===== config.mk =====
export PLATFORM = sky130hd
export DESIGN_NAME = lpmc_low_power_mode_control
export DESIGN_NICKNAME = d
export VERILOG_FILES = /design/src/lpmc_pkg.sv /design/src/lpmc_low_power_mode_control.sv
export SDC_FILE = /design/constraint.sdc
export NUM_CORES = 1
export LEC_CHECK = 0
export ABC_AREA = 1
export BUFFER_PORTS_ARGS = -buffer_cell sky130_fd_sc_hd__buf_2
export CORE_MARGIN = 3
export CORE_UTILIZATION = 40
export CTS_BUF_LIST = sky130_fd_sc_hd__clkbuf_8
export DETAILED_ROUTE_END_ITERATION = 10
export GPL_TIMING_DRIVEN = 0
export PLACE_DENSITY_LB_ADDON = 0.1
export RECOVER_POWER = 50
export SLEW_MARGIN = 20
export SYNTH_ARGS = -nofsm -noshare
export SYNTH_HDL_FRONTEND = slang
export SYNTH_SLANG_ARGS = --single-unit

===== constraint.sdc =====
create_clock -name CLK_SYS_IN -period 5.3 [get_ports CLK_SYS_IN]
set_input_delay 0 -clock CLK_SYS_IN [delete_from_list [all_inputs] [get_ports CLK_SYS_IN]]
set_output_delay 0 -clock CLK_SYS_IN [all_outputs]
set_load 0.02 [all_outputs]

===== src/lpmc_pkg.sv =====
`default_nettype none
package lpmc_pkg;
  // timing
  localparam int unsigned CLK_PERIOD_NS = 8;
  localparam int unsigned T_WAKE_ADC_NS = 1000;
  localparam int unsigned WAKE_CYCLES   = (T_WAKE_ADC_NS + CLK_PERIOD_NS - 1) / CLK_PERIOD_NS;
  localparam int          WAKE_W        = 8;
  localparam logic [WAKE_W-1:0] WAKE_LAST = WAKE_W'(WAKE_CYCLES - 1);
  localparam logic [WAKE_W-1:0] WAKE_ZERO = 8'h00;

  // register indices; byte address is four times the index
  localparam int          ADDR_W      = 14;
  localparam int          IDX_W       = 12;
  localparam logic [IDX_W-1:0] IDX_ANALOG = 12'hf80;
  localparam logic [IDX_W-1:0] IDX_POLICY = 12'hf81;
  localparam logic [IDX_W-1:0] IDX_STATUS = 12'hf82;

  // analog_power_enable fields
  localparam int BIT_AMP1 = 7;
  localparam int BIT_AMP0 = 6;
  localparam int BIT_LVD  = 4;
  localparam int BIT_FREC = 2;
  localparam int BIT_CMP0 = 1;
  localparam int BIT_CMP1 = 0;
  localparam logic [7:0] ANALOG_RESET = 8'h10;
  localparam logic [7:0] ANALOG_MASK  = 8'hd7;
  localparam logic [7:0] POLICY_RESET = 8'h00;
  localparam logic [7:0] POLICY_MASK  = 8'h0c;
  localparam int POLICY_LO = 2;

  // converter power policy codes
  localparam logic [1:0] ADC_ON_DEMAND = 2'h0;
  localparam logic [1:0] ADC_REF_HOLD  = 2'h1;
  localparam logic [1:0] ADC_CONT      = 2'h2;
  localparam logic [1:0] ADC_CONT_ALT  = 2'h3;

  localparam logic [1:0] RESP_OKAY   = 2'h0;
  localparam logic [1:0] RESP_SLVERR = 2'h2;

  typedef enum logic [2:0] {MODE_ACTIVE = 3'h1, MODE_HALT = 3'h2, MODE_STOP = 3'h4} lpmc_mode_type;
  typedef enum logic [2:0] {CONV_IDLE = 3'h1, CONV_WAKE = 3'h2, CONV_BUSY = 3'h4} lpmc_conv_type;

  typedef struct packed {
    logic               awvalid;
    logic [ADDR_W-1:0]  awaddr;
    logic               wvalid;
    logic [31:0]        wdata;
    logic [3:0]         wstrb;
    logic               bready;
    logic               arvalid;
    logic [ADDR_W-1:0]  araddr;
    logic               rready;
  } lpmc_axi_req_type;

  typedef struct packed {
    logic               awready;
    logic               wready;
    logic               bvalid;
    logic [1:0]         bresp;
    logic               arready;
    logic               rvalid;
    logic [31:0]        rdata;
    logic [1:0]         rresp;
  } lpmc_axi_rsp_type;

  typedef struct packed {
    logic cpu_run;
    logic pc_hold;
    logic sys_clk_en;
    logic osc_run;
    logic wdt_run;
    logic periph_run;
    logic amp0;
    logic amp1;
    logic cmp0;
    logic cmp1;
    logic low_voltage_detect_enable;
    logic frec;
    logic adc_pwr;
    logic ref_pwr;
    logic conv_start;
    logic resume;
    logic reset_exit;
  } lpmc_power_type;
endpackage
`default_nettype wire


===== src/lpmc_low_power_mode_control.sv =====
// Decided for this implementation: the AXI4-Lite slave port.
`timescale 1ns/1ps
`default_nettype none
module lpmc_low_power_mode_control #(
  parameter logic [7:0] PERIPH_PRESENT = 8'hd7
) (
  input  wire logic                      CLK_SYS_IN,
  input  wire logic                      RST_IN,
  input  wire lpmc_pkg::lpmc_axi_req_type AXI_REQ_IN,
  output var  lpmc_pkg::lpmc_axi_rsp_type AXI_RSP_OUT,
  input  wire logic                      HALT_EXEC_IN,
  input  wire logic                      STOP_EXEC_IN,
  input  wire logic                      STOP_RECOVERY_IN,
  input  wire logic                      IRQ_IN,
  input  wire logic                      WDT_TIMEOUT_IN,
  input  wire logic                      WDT_ENABLE_IN,
  input  wire logic                      EXT_RESET_N_IN,
  input  wire logic                      ADC_TRIGGER_IN,
  input  wire logic                      ADC_DONE_IN,
  input  wire logic                      REF_BUF_SELECTED_IN,
  output var  lpmc_pkg::lpmc_power_type   POWER_OUT
);

  typedef struct packed {
    lpmc_pkg::lpmc_mode_type          mode;
    lpmc_pkg::lpmc_conv_type          conv;
    logic [lpmc_pkg::WAKE_W-1:0]      wake_cnt;
    logic [7:0]                       analog;
    logic [7:0]                       policy;
    logic                             ext_s1;
    logic                             ext_s2;
    logic                             aw_got;
    logic [lpmc_pkg::IDX_W-1:0]       aw_idx;
    logic                             w_got;
    logic [7:0]                       wbyte;
    logic                             wlane;
    lpmc_pkg::lpmc_axi_rsp_type       rsp;
    lpmc_pkg::lpmc_power_type         pwr;
  } lpmc_state_type;

  lpmc_state_type state_reg;
  lpmc_state_type state_next;

  // word index of a byte address
  function automatic logic [lpmc_pkg::IDX_W-1:0] word_index(input logic [lpmc_pkg::ADDR_W-1:0] addr);
    word_index = addr[lpmc_pkg::ADDR_W-1:2];
  endfunction

  // decode of a mapped index
  function automatic logic is_mapped(input logic [lpmc_pkg::IDX_W-1:0] idx);
    is_mapped = (idx == lpmc_pkg::IDX_ANALOG) || (idx == lpmc_pkg::IDX_POLICY) || (idx == lpmc_pkg::IDX_STATUS);
  endfunction

  logic ext_reset_event;
  logic halt_exit_event;
  logic stop_now;
  logic cont_policy;
  logic [1:0] policy_code;
  logic [7:0] analog_eff;

  // halt exit sources; the synchronised pin is only read after its second stage
  assign ext_reset_event = !state_reg.ext_s2;
  assign halt_exit_event = IRQ_IN || WDT_TIMEOUT_IN || ext_reset_event;
  assign stop_now        = (state_reg.mode == lpmc_pkg::MODE_STOP);
  assign policy_code     = state_reg.policy[lpmc_pkg::POLICY_LO +: 2];
  assign cont_policy     = (policy_code == lpmc_pkg::ADC_CONT) || (policy_code == lpmc_pkg::ADC_CONT_ALT);
  assign analog_eff      = state_reg.analog & PERIPH_PRESENT;

  // next state of everything
  always_comb begin
    state_next = state_reg;
    state_next.ext_s1 = EXT_RESET_N_IN;
    state_next.ext_s2 = state_reg.ext_s1;
    state_next.pwr.resume = 1'b0;
    state_next.pwr.reset_exit = 1'b0;
    state_next.pwr.conv_start = 1'b0;

    // power mode sequencing
    unique case (state_reg.mode)
      lpmc_pkg::MODE_ACTIVE: begin
        if (STOP_EXEC_IN) begin
          state_next.mode = lpmc_pkg::MODE_STOP;
        end else if (HALT_EXEC_IN) begin
          state_next.mode = lpmc_pkg::MODE_HALT;
        end
      end
      lpmc_pkg::MODE_HALT: begin
        if (halt_exit_event) begin
          state_next.mode = lpmc_pkg::MODE_ACTIVE;
          state_next.pwr.resume = 1'b1;
          state_next.pwr.reset_exit = ext_reset_event;
        end
      end
      lpmc_pkg::MODE_STOP: begin
        // a plain interrupt or pin reset does not end stop
        if (STOP_RECOVERY_IN) begin
          state_next.mode = lpmc_pkg::MODE_ACTIVE;
          state_next.pwr.resume = 1'b1;
        end
      end
    endcase

    // converter wake sequencing; stop mode ignores a new trigger
    unique case (state_reg.conv)
      lpmc_pkg::CONV_IDLE: begin
        state_next.wake_cnt = lpmc_pkg::WAKE_ZERO;
        if (ADC_TRIGGER_IN && !stop_now) begin
          if (cont_policy) begin
            state_next.conv = lpmc_pkg::CONV_BUSY;
            state_next.pwr.conv_start = 1'b1;
          end else begin
            state_next.conv = lpmc_pkg::CONV_WAKE;
          end
        end
      end
      lpmc_pkg::CONV_WAKE: begin
        if (state_reg.wake_cnt == lpmc_pkg::WAKE_LAST) begin
          state_next.conv = lpmc_pkg::CONV_BUSY;
          state_next.pwr.conv_start = 1'b1;
        end else begin
          state_next.wake_cnt = state_reg.wake_cnt + 8'h01;
        end
      end
      lpmc_pkg::CONV_BUSY: begin
        if (ADC_DONE_IN) begin
          state_next.conv = lpmc_pkg::CONV_IDLE;
        end
      end
    endcase

    // clock and enable outputs, one cycle behind the mode; wdt_run one cycle behind WDT_ENABLE_IN
    state_next.pwr.cpu_run    = (state_reg.mode == lpmc_pkg::MODE_ACTIVE);
    state_next.pwr.pc_hold    = (state_reg.mode != lpmc_pkg::MODE_ACTIVE);
    state_next.pwr.sys_clk_en = !stop_now;
    state_next.pwr.osc_run    = !stop_now;
    state_next.pwr.wdt_run    = WDT_ENABLE_IN;
    state_next.pwr.periph_run = !stop_now;
    // amplifiers and comparators survive stop only with fast recovery set
    state_next.pwr.frec = analog_eff[lpmc_pkg::BIT_FREC];
    state_next.pwr.amp0 = analog_eff[lpmc_pkg::BIT_AMP0] && (!stop_now || analog_eff[lpmc_pkg::BIT_FREC]);
    state_next.pwr.amp1 = analog_eff[lpmc_pkg::BIT_AMP1] && (!stop_now || analog_eff[lpmc_pkg::BIT_FREC]);
    state_next.pwr.cmp0 = analog_eff[lpmc_pkg::BIT_CMP0] && (!stop_now || analog_eff[lpmc_pkg::BIT_FREC]);
    state_next.pwr.cmp1 = analog_eff[lpmc_pkg::BIT_CMP1] && (!stop_now || analog_eff[lpmc_pkg::BIT_FREC]);
    state_next.pwr.low_voltage_detect_enable  = analog_eff[lpmc_pkg::BIT_LVD];
    // converter power: on demand, or continuous outside stop
    state_next.pwr.adc_pwr = (cont_policy && !stop_now) || (state_reg.conv != lpmc_pkg::CONV_IDLE);
    state_next.pwr.ref_pwr = ((cont_policy || (policy_code == lpmc_pkg::ADC_REF_HOLD)) && REF_BUF_SELECTED_IN &&
                              !stop_now) || (state_reg.conv != lpmc_pkg::CONV_IDLE && REF_BUF_SELECTED_IN);

    // write address and data taken in either order
    if (AXI_REQ_IN.awvalid && state_reg.rsp.awready) begin
      state_next.aw_got = 1'b1;
      state_next.aw_idx = word_index(AXI_REQ_IN.awaddr);
    end
    if (AXI_REQ_IN.wvalid && state_reg.rsp.wready) begin
      state_next.w_got = 1'b1;
      state_next.wbyte = AXI_REQ_IN.wdata[7:0];
      state_next.wlane = AXI_REQ_IN.wstrb[0];
    end
    // commit once both halves are held; reserved bits are dropped
    if (state_reg.aw_got && state_reg.w_got && !state_reg.rsp.bvalid) begin
      state_next.aw_got = 1'b0;
      state_next.w_got = 1'b0;
      state_next.rsp.bvalid = 1'b1;
      state_next.rsp.bresp = is_mapped(state_reg.aw_idx) ? lpmc_pkg::RESP_OKAY : lpmc_pkg::RESP_SLVERR;
      if (state_reg.wlane && state_reg.aw_idx == lpmc_pkg::IDX_ANALOG) begin
        state_next.analog = state_reg.wbyte & lpmc_pkg::ANALOG_MASK;
      end
      if (state_reg.wlane && state_reg.aw_idx == lpmc_pkg::IDX_POLICY) begin
        state_next.policy = state_reg.wbyte & lpmc_pkg::POLICY_MASK;
      end
    end else if (state_reg.rsp.bvalid && AXI_REQ_IN.bready) begin
      state_next.rsp.bvalid = 1'b0;
    end
    state_next.rsp.awready = !state_next.aw_got && !state_next.rsp.bvalid;
    state_next.rsp.wready  = !state_next.w_got && !state_next.rsp.bvalid;

    // reads answer one cycle after the address is taken
    if (AXI_REQ_IN.arvalid && state_reg.rsp.arready) begin
      state_next.rsp.rvalid = 1'b1;
      state_next.rsp.rresp = lpmc_pkg::RESP_OKAY;
      unique case (word_index(AXI_REQ_IN.araddr))
        lpmc_pkg::IDX_ANALOG: state_next.rsp.rdata = {24'h000000, state_reg.analog};
        lpmc_pkg::IDX_POLICY: state_next.rsp.rdata = {24'h000000, state_reg.policy};
        lpmc_pkg::IDX_STATUS: state_next.rsp.rdata = {26'h0000000, state_reg.conv, state_reg.mode};
        default: begin
          state_next.rsp.rdata = 32'h00000000;
          state_next.rsp.rresp = lpmc_pkg::RESP_SLVERR;
        end
      endcase
    end else if (state_reg.rsp.rvalid && AXI_REQ_IN.rready) begin
      state_next.rsp.rvalid = 1'b0;
    end
    state_next.rsp.arready = !state_next.rsp.rvalid;
  end

  // only the power-on/brown-out reset clears the power registers
  always_ff @(posedge CLK_SYS_IN or posedge RST_IN) begin
    if (RST_IN) begin
      state_reg <= '0;
      state_reg.mode <= lpmc_pkg::MODE_ACTIVE;
      state_reg.conv <= lpmc_pkg::CONV_IDLE;
      state_reg.analog <= lpmc_pkg::ANALOG_RESET;
      state_reg.policy <= lpmc_pkg::POLICY_RESET;
      state_reg.ext_s1 <= 1'b1;
      state_reg.ext_s2 <= 1'b1;
      state_reg.rsp.awready <= 1'b1;
      state_reg.rsp.wready <= 1'b1;
      state_reg.rsp.arready <= 1'b1;
      state_reg.pwr.cpu_run <= 1'b1;
    end else begin
      state_reg <= state_next;
    end
  end

  // outputs straight from the state flops
  assign AXI_RSP_OUT = state_reg.rsp;
  assign POWER_OUT   = state_reg.pwr;
endmodule // lpmc_low_power_mode_control
`default_nettype wire


==> results.ini, run 1 <==
[final_layout]
fin_nets = 672
num_antenna_cells = 0
post_route_cells_drive_above_1_share_pct = 28.3
num-fill-cells = 826
largest_reg_flops = 37
layout.cells.non_filler = 702
area_growth_syn_to_layout_pct = 33.5

[synth]
synth.yosys.warnings = 0
synth.lib_cells_used.distinct = 32
synth_top_cell_area_share_pct = 45.0
syn_inst = 438
synth_most_common_cell = sky130_fd_sc_hd__nand2_1
synth_ff_type = sky130_fd_sc_hd__dfrtp_1
flip_flop_and_latch_count_after_synthesis = 76
synth-edff-count = 0
yosys.area.top_type = sky130_fd_sc_hd__dfrtp_1
post_synth_instance_area_sq_um = 3720
mean_post_synth_cell_area_sq_um = 8.50
synth_commonest_cells = 137 x sky130_fd_sc_hd__nand2_1, 67 x sky130_fd_sc_hd__dfrtp_1, 58 x sky130_fd_sc_hd__buf_4
synth-async-reset-ratio_pct = 100
synth_seq_area_share_pct = 51.4
yosys-top-cells-area = sky130_fd_sc_hd__dfrtp_1 45%, sky130_fd_sc_hd__nand2_1 14%, sky130_fd_sc_hd__buf_4 12%

[run]
max-cap-violations = 1

[outcome]
status = complete, but fails checks
failed_checks = capacitance limit, slew limit

[sta]
clock-skew-final_ps = 10.4
finalCritPeriodShare_pct = 35.3
grt_setup_unrepaired = false
final.setup.tns_ps = 0
hold-worst-slack_ps = 12.0
timing.final.hold_violations = 0
achievable-frequency_mhz = 534
setup_viol_count_final = 0
fin_crit_ps = 1870
timing.max_slew.rel_slack_pct = -11.1
tightestPinTransition_ps = 1660
slew_violations = 37

[setup_path]
worstSetupStartpointType = input pin
ff2ff_setup_slack_ps = 3440
path_cells = dlygate4sd3_1 -> buf_2 -> nor2_1 -> dlygate4sd3_1 -> nand2_1 -> nand3_1 -> o32ai_1 -> dlygate4sd3_1
cp_top_family = buffers and inverters
end_kind = flop
critPathMostFrequentCell = sky130_fd_sc_hd__dlygate4sd3_1
worstSetupPathDepth = 8
crit_buf_inv = 4
cp_max_fo = 2
worst_setup_path_startpoint = HALT_EXEC_IN
worst_path_max_delay_cell = sky130_fd_sc_hd__dlygate4sd3_1
worst-setup-path-type = input pin to flop
worstReg2RegEnd = state_reg[111]
slowest_delay_ps = 560
arrival_ps = 2110
reg2reg_depth = 6
regToRegStartpoint = state_reg[110]
required_ps = 5540

[die]
core.rowCount = 34
floorplan.initialDensity_pct = 41.9
floorplan.core_area_sq_um = 8890
floorplan.die.height_um = 102
floorplan.die_area_sq_um = 10500
die_w_um = 102
boundaryPins = 139

[power_and_ir_drop]
totalPowerFinal_uw = 2020
share_comb_of_total_power_pct = 30.1
max-vdd-ir-drop_v = 0.000248
switching_share_pct = 33.0
powerDensity_nw_per_um2 = 406
total_leakage_power_uw = 0.00272
p_int_uw = 1350
share_seq_of_total_power_pct = 40.8
netSwitchingPower_uw = 667
power.share.clock_pct = 29.1

[drt]
first_pass_iters = 4
ant_nets = 0
routed-wl-met3_um = 413
dr.max_layer_used = met4
detail_route.vias_per_cell = 4.46
drt-wirelength-per-cell_um = 11.1
route.vias.total = 3131
drt-total-wl_um = 7820
drt_drc_violations_left = 0
initialDrtViolationCount = 154
met1_length_um = 3700
met2RoutedLength_um = 3550

[clock_tree]
cts_tree = done
ctsRootBufferMaster = sky130_fd_sc_hd__clkbuf_8
path_clk_slew_ps = 90
clkSinkCount = 76
cts.path.max_buffers = 2
cts-buffers-inserted = 9
cts-resized-gates = 0
worst_skew_pair_latency_ps = 350
h-tree-depth = 3

[grt]
grt_max_degree = 41
antenna_violations_before_repair = 0
overflow = 0
first_global_vias = 2971
grt_first_pass_wirelength_um = 13300
global_router_s_overall_resource_usage_pct = 16.1

[min_path]
whs_path_cells = 4
hp-class = input pin to flop
hold_end = AXI_RSP_OUT[8]
hp-start = AXI_REQ_IN[5]

[placement]
placed_cells_incl_taps = 652
gpl.final_weighted_congestion = 0.809
dp_hpwl_um = 5600
io_buffers = 80

## worst reg2reg max path: stages (launching register included)
cell and delay (ps):
sky130_fd_sc_hd__dfstp_2 520, sky130_fd_sc_hd__inv_1 60, sky130_fd_sc_hd__nor3_1 280, sky130_fd_sc_hd__nand2_1 140, sky130_fd_sc_hd__nand3_1 110, sky130_fd_sc_hd__o32ai_1 80
sky130_fd_sc_hd__dlygate4sd3_1 560
## logic make-up after synthesis
kind of cell	Yosys count	synth area share (%)
AND/OR/NAND/NOR	216	25.3
buffers and inverters	110	17.2
flip-flops	76	51.4
other	1	0.101
XOR/XNOR	2	0.471
AO/OA/AOI/OAI	31	4.81
adder cells (fa/ha/maj)	2	0.672
## final cells by class
| type | count | area (sq um) | area share (%) |
|---|---|---|---|
| timing repair buffer | 115 | 748 | 15.1 |
| buffer | 62 | 460 | 9.27 |
| inverter | 48 | 181 | 3.65 |
| clock inverter | 6 | 135 | 2.72 |
| clock buffer | 10 | 138 | 2.77 |
| tap | 108 | 135 | 2.72 |
| sequential | 76 | 1910 | 38.5 |
| multi-input combinational | 277 | 1260 | 25.3 |
## worst max path at each step
stage                      to  slack (ps)
2_1_floorplan  AXI_RSP_OUT[1]        3380
3_3_place_gp    POWER_OUT[15]        2410
3_5_place_dp   state_reg[101]        3830
4_1_cts        state_reg[111]        3460
5_1_grt        state_reg[111]        3350
6_report       state_reg[111]        3430
## what timing repair did
action | in CTS | in global routing
setup buffers | 0 | 0
hold endpoints to repair | 66 | 0
hold buffers | 34 | 0
## power groups by stage
stage / Clock, uW / Sequential, uW / Combinational [uW]
finish: 588 / 824 / 607
global route: 627 / 843 / 692
CTS: 602 / 825 / 616
detailed placement: 0 / 834 / 585
global placement: 0 / 832 / 572
floorplan: 0 / 811 / 451
## layout by cell type, fill, tap and decap left out, types with 4 or more instances in the layout
cell type,Yosys,final
sky130_fd_sc_hd__nand4_1,17,17
sky130_fd_sc_hd__o21ai_0,21,21
sky130_fd_sc_hd__buf_2,2,72
sky130_fd_sc_hd__nand3_1,23,24
sky130_fd_sc_hd__nor2_1,27,27
sky130_fd_sc_hd__dlygate4sd3_1,0,34
sky130_fd_sc_hd__dfstp_2,9,8
sky130_fd_sc_hd__clkbuf_1,1,11
sky130_fd_sc_hd__bufinv_16,0,4
sky130_fd_sc_hd__dfrtp_1,67,67
sky130_fd_sc_hd__clkbuf_8,0,10
sky130_fd_sc_hd__conb_1,1,26
sky130_fd_sc_hd__buf_4,58,58
sky130_fd_sc_hd__inv_1,46,45
sky130_fd_sc_hd__nand2_1,137,137
## per-layer routing
metal | global-route usage, % | up-vias
met5 | 0 | -
met1 | 21.3 | 1431
met3 | 2.59 | 14
met4 | 6.46 | 0
li1 | - | 1594
met2 | 26.3 | 92
## stage by stage
stage / setup WS (ps) / util (%) / area (sq um)
after floorplan: 3380 / - / 3820
after global placement: 2410 / 48.9 / 4350
after detailed placement: 3830 / 49.2 / 4370
after CTS: 3460 / 56.1 / 4990
after global routing: 3350 / 55.9 / 4970
final: 3430 / 55.9 / 4970
No activity file was read; power rests on OpenSTA's default activity.
==> inputs of run 2 (changes only) <==
clock period = 1.7 ns   (was 5.3 ns; I/O delays follow)
==> run 2 against run 1 <==
- the run now ends clean
- design area rose by 0.71%
- register-to-register slack got worse by 3300 ps
- clock power rose to 3.0 times the previous value
- hold slack gained 32 ps
- global-route usage decreased by 0.31 points
- clock skew decreased by 3.4 ps
- critical endpoint is now state_reg[112]
- largest cell class unchanged
==> results.ini, run 2 (synthesis results as in run 1) <==
[sta]
timing.max_slew.rel_slack_pct = 43.4
finalCritPeriodShare_pct = 91.4
grt_setup_unrepaired = false
achievable-frequency_mhz = 644
final.setup.tns_ps = 0
fin_crit_ps = 1550
setup_viol_count_final = 0
clock-skew-final_ps = 7.02
finalWorstSetupSlack_ps = 146
slew_violations = 0
timing.final.hold_violations = 0
tightestPinTransition_ps = 844

[grt]
global_route.usage.met1_pct = 21.9
grtUsageMet3_pct = 3.62
grt_first_pass_wirelength_um = 13000
global_router_s_overall_resource_usage_pct = 15.7
most_heavily_used_metal_layer_in_global_routing = met2
first_global_vias = 2916
grt_max_degree = 32
overflow = 0
antenna_violations_before_repair = 0
globalRouteMet2Util_pct = 24.0

[clock_tree]
cts_tree = done
cts-buffers-inserted = 9
cts.repair_timing.setup_buffer_count = 0
cts.path.max_buffers = 2
ctsRootBufferMaster = sky130_fd_sc_hd__clkbuf_8
path_clk_slew_ps = 80
h-tree-depth = 3
worst_skew_pair_latency_ps = 340
clkSinkCount = 76

[min_path]
hp-class = input pin to flop

[setup_path]
arrival_ps = 1840
cp_max_fo = 6
end_kind = flop
crit_buf_inv = 2
cp_top_family = buffers and inverters
path_cells = inv_1 -> nand3_1 -> nand3_1 -> o21ai_0 -> dlygate4sd3_1
slowest_delay_ps = 560
critPathMostFrequentCell = sky130_fd_sc_hd__nand3_1
worst-setup-path-type = flop to flop
required_ps = 1990
worstSetupStartpointType = flop
worst_path_max_delay_cell = sky130_fd_sc_hd__dlygate4sd3_1

[final_layout]
final_util_pct = 56.3
fin_nets = 678
num-fill-cells = 821
post_route_cells_drive_above_1_share_pct = 26.5
area_growth_syn_to_layout_pct = 34.4
num_antenna_cells = 0
final_common_cell = sky130_fd_sc_hd__nand2_1
layout.cells.non_filler = 708
commonest_cells_after_routing_fill_and_taps_aside = 137 x sky130_fd_sc_hd__nand2_1, 67 x sky130_fd_sc_hd__dfrtp_1, 63 x sky130_fd_sc_hd__buf_2
largest_reg_flops = 37
regArea_sq_um = 1910
multi_input_gate_area_in_the_final_layout_sq_um = 1260

[drt]
detail_route.vias_per_cell = 4.38
drt-total-wl_um = 7710
route.vias.total = 3102
initialDrtViolationCount = 122
ant_nets = 0
first_pass_iters = 4
drt-wirelength-per-cell_um = 10.9
drt_drc_violations_left = 0

[power_and_ir_drop]
powerDensity_nw_per_um2 = 1240
max-vdd-ir-drop_v = 0.000679
totalPowerFinal_uw = 6210
total_leakage_power_uw = 0.00272

[placement]
dp_slack_ps = 252
io_buffers = 80
dp_hpwl_um = 5590
gpl.final_weighted_congestion = 0.832
placed_cells_incl_taps = 653

[run]
max-cap-violations = 0

[die]
floorplan.die.height_um = 102
boundaryPins = 139
floorplan.die_area_sq_um = 10500
die_w_um = 102
floorplan.initialDensity_pct = 41.9
core.rowCount = 34
floorplan.core_area_sq_um = 8890

[outcome]
status = complete, no violations

run 2: changes by cell type in the layout (fill, tap and decap cells not counted), sizes merged:
cell         change
inv              +2
dlygate4sd3      +5
buf              -9
clkbuf           +9
clkinv           +1
clkinvlp         -2
run 2: through the flow:
stage / hold slack [ps] / instance area [sq um]
after floorplan: 4.48 / 3820
after global routing: 82.7 / 5000
after detailed placement: 27.8 / 4400
final: 43.7 / 5000
after global placement: 107 / 4360
after CTS: 36.6 / 5040
run 2: routing by layer:
| layer | vias to the layer above | share of wire [%] |
|---|---|---|
| met5 | - | 0 |
| met4 | 0 | 1.3 |
| met3 | 7 | 6.2 |
| met2 | 96 | 45 |
| met1 | 1386 | 48 |
| li1 | 1613 | - |
run 2: path summary, 6_finish.rpt:
check / start / end / slack (ps) / cells past startpoint
setup / recovery: state_reg[110] / state_reg[112] / 150 / 5
hold / removal: AXI_REQ_IN[6] / AXI_RSP_OUT[1] / 40 / 5
setup reg to reg: state_reg[110] / state_reg[112] / 150 / 5
hold reg to reg: state_next[81] / state_reg[81] / 360 / 0
max in group asynchronous: RST_IN / AXI_RSP_OUT[35] / 280 / 5
min in group asynchronous: RST_IN / POWER_OUT[12] / 320 / 3
run 2: tightest hold or removal path, cell delays in order:
cell,delay (ps)
sky130_fd_sc_hd__buf_2,80
sky130_fd_sc_hd__nor2_1,60
sky130_fd_sc_hd__o21ai_0,70
sky130_fd_sc_hd__nor2_1,60
sky130_fd_sc_hd__nor2_1,80
run 2: final cells by class:
| type | count | share of cell area, % |
|---|---|---|
| clock buffers | 9 | 2.48 |
| clock inverters | 7 | 2.65 |
| plain buffers | 62 | 9.20 |
| multi-input cells | 277 | 25.2 |
| repair buffers | 121 | 15.9 |
| flip-flops and latches | 76 | 38.2 |
| inverters | 48 | 3.63 |
| well taps | 108 | 2.70 |
run 2: repair_timing:
action | in CTS | in global routing
resized for setup | 0 | 0
hold buffers | 39 | 0
endpoints found under the hold margin | 78 | 0
run 2: power breakdown:
part	switching [uW]	leakage, uW	internal, uW
combinational	1130	0.00163	762
sequential	274	0.000952	2290
clock	646	0.000136	1110
total	2050	0.00272	4160
==> inputs of run 3 (changes only) <==
GPL_TIMING_DRIVEN = default   (was 0)
PLACE_DENSITY_LB_ADDON = 0.08   (was 0.1)
==> run 3 against run 2 <==
- cell count down 8.2%
- critical path depth unchanged
- hold slack worse by 22 ps
- maximum frequency up 0.91%
- routed wire length up 1.3%
- total power down 8.8%
- worst setup slack better by 14 ps
- global-route usage down 0.36 points
- core utilization down 5.8 points
- critical endpoint unchanged
- largest cell class unchanged
==> results.ini, run 3 (synthesis results as in run 1) <==
[drt]
drt-total-wl_um = 7810
ant_nets = 0
drt-wirelength-per-cell_um = 12.0
detail_route.vias_per_cell = 4.46
drt_drc_violations_left = 0
first_pass_iters = 4
route.vias.total = 2902
initialDrtViolationCount = 113

[sta]
timing.final.hold_violations = 0
tightestPinTransition_ps = 911
slew_violations = 0
final.setup.tns_ps = 0
finalCritPeriodShare_pct = 90.6
grt_setup_unrepaired = false
clock-skew-final_ps = 8.05
achievable-frequency_mhz = 650
fin_crit_ps = 1540
setup_viol_count_final = 0
timing.max_slew.rel_slack_pct = 38.9

[final_layout]
final_common_cell = sky130_fd_sc_hd__nand2_1
post_route_cells_drive_above_1_share_pct = 18.1
multi_input_gate_area_in_the_final_layout_sq_um = 1280
largest_reg_flops = 37
num-fill-cells = 875
regArea_sq_um = 1910
commonest_cells_after_routing_fill_and_taps_aside = 137 x sky130_fd_sc_hd__nand2_1, 67 x sky130_fd_sc_hd__dfrtp_1, 52 x sky130_fd_sc_hd__buf_2
area_growth_syn_to_layout_pct = 20.7
fin_nets = 620
layout.cells.non_filler = 650
num_antenna_cells = 0

[setup_path]
cp_top_family = buffers and inverters
crit_buf_inv = 2
endpoint = state_reg[112]
path_cells = inv_1 -> nand3_4 -> nand3_1 -> o21ai_0 -> dlygate4sd3_1
slowest_delay_ps = 580
cp_max_fo = 8
required_ps = 1980
worstReg2RegEnd = state_reg[112]
end_kind = flop
arrival_ps = 1820
ff2ff_setup_slack_ps = 160
worstSetupPathDepth = 5
worst_path_max_delay_cell = sky130_fd_sc_hd__dlygate4sd3_1
worst_setup_path_startpoint = state_reg[110]
worstSetupStartpointType = flop
reg2reg_depth = 5
worst-setup-path-type = flop to flop
regToRegStartpoint = state_reg[110]

[placement]
io_buffers = 80
dp_hpwl_um = 5660
placed_cells_incl_taps = 599
gpl.final_weighted_congestion = 0.750

[clock_tree]
clkSinkCount = 76
cts.repair_timing.setup_buffer_count = 0
path_clk_slew_ps = 80
cts-buffers-inserted = 9
h-tree-depth = 3
ctsRootBufferMaster = sky130_fd_sc_hd__clkbuf_8
cts.path.max_buffers = 2
cts_tree = done
worst_skew_pair_latency_ps = 340

[power_and_ir_drop]
powerDensity_nw_per_um2 = 1260
total_leakage_power_uw = 0.00235
max-vdd-ir-drop_v = 0.000729

[grt]
grt_first_pass_wirelength_um = 12600
overflow = 0
antenna_violations_before_repair = 0
grt_max_degree = 29
global_router_s_overall_resource_usage_pct = 15.4
first_global_vias = 2723

[die]
floorplan.core_area_sq_um = 8890
floorplan.die.height_um = 102
floorplan.die_area_sq_um = 10500
core.rowCount = 34
die_w_um = 102
floorplan.initialDensity_pct = 41.9
boundaryPins = 139

[run]
max-cap-violations = 0

[min_path]
hp-class = input pin to flop

[outcome]
status = complete, no violations

run 3: report_power, final:
group | leakage, uW | internal (uW) | switching [uW] | total, uW
combinational | 0.00130 | 577 | 1110 | 1690
clock | 0.000107 | 748 | 653 | 1400
sequential | 0.000952 | 2290 | 286 | 2570
total | 0.00235 | 3610 | 2050 | 5660
run 3: worst min path at each step:
stage / depth (start not counted) / end / slack, ps / from
3_3_place_gp: 2 / analog_eff[1] / 40 / RST_IN
6_report: 4 / AXI_RSP_OUT[8] / 20 / AXI_REQ_IN[3]
4_1_cts: 4 / AXI_RSP_OUT[8] / 20 / AXI_REQ_IN[4]
5_1_grt: 4 / AXI_RSP_OUT[9] / 40 / AXI_REQ_IN[3]
3_5_place_dp: 2 / analog_eff[1] / 40 / RST_IN
2_1_floorplan: 0 / state_next[81] / 4 / EXT_RESET_N_IN
run 3: cell type report:
type                    instances  area share [%]
multi-input cells             277            28.4
inverters                      48            4.04
well taps                     108            3.01
flip-flops and latches         76            42.6
clock buffers                  11            3.37
repair buffers                125            17.4
clock inverters                 5            1.14
run 3: repair_timing:
| action | CTS | global route |
|---|---|---|
| hold endpoints to repair | 52 | 0 |
| resized for setup | 0 | 3 |
| endpoints found under the setup margin | 0 | 7 |
| hold buffers | 35 | 0 |
run 3: per-stage QoR:
| step | power, uW | hold WS (ps) | cell area [sq um] | setup WS, ps | util [%] |
|---|---|---|---|---|---|
| 6_report | 5660 | 21.8 | 4490 | 160 | 50.5 |
| 5_1_grt | 6090 | 36.8 | 4490 | 17.5 | 50.5 |
| 4_1_cts | 5750 | 16.6 | 4520 | 144 | 50.9 |
| 3_5_place_dp | 4240 | 41.9 | 3970 | 165 | 44.7 |
| 3_3_place_gp | 4200 | 36.8 | 3970 | 192 | 44.7 |
| 2_1_floorplan | 3940 | 4.48 | 3820 | 359 | - |
run 3: worst reg2reg max path, cell delays in order (launching register included):
cell and delay, ps:
sky130_fd_sc_hd__dfstp_2 520, sky130_fd_sc_hd__inv_1 90, sky130_fd_sc_hd__nand3_4 120, sky130_fd_sc_hd__nand3_1 90
sky130_fd_sc_hd__o21ai_0 90, sky130_fd_sc_hd__dlygate4sd3_1 580
run 3: metal layers:
metal | global-route usage (%) | up-vias | wire length [um]
li1 | - | 1487 | -
met2 | 24.0 | 93 | 3450
met5 | 0 | - | 0
met3 | 2.87 | 11 | 461
met1 | 21.1 | 1311 | 3780
met4 | 6.36 | 0 | 123
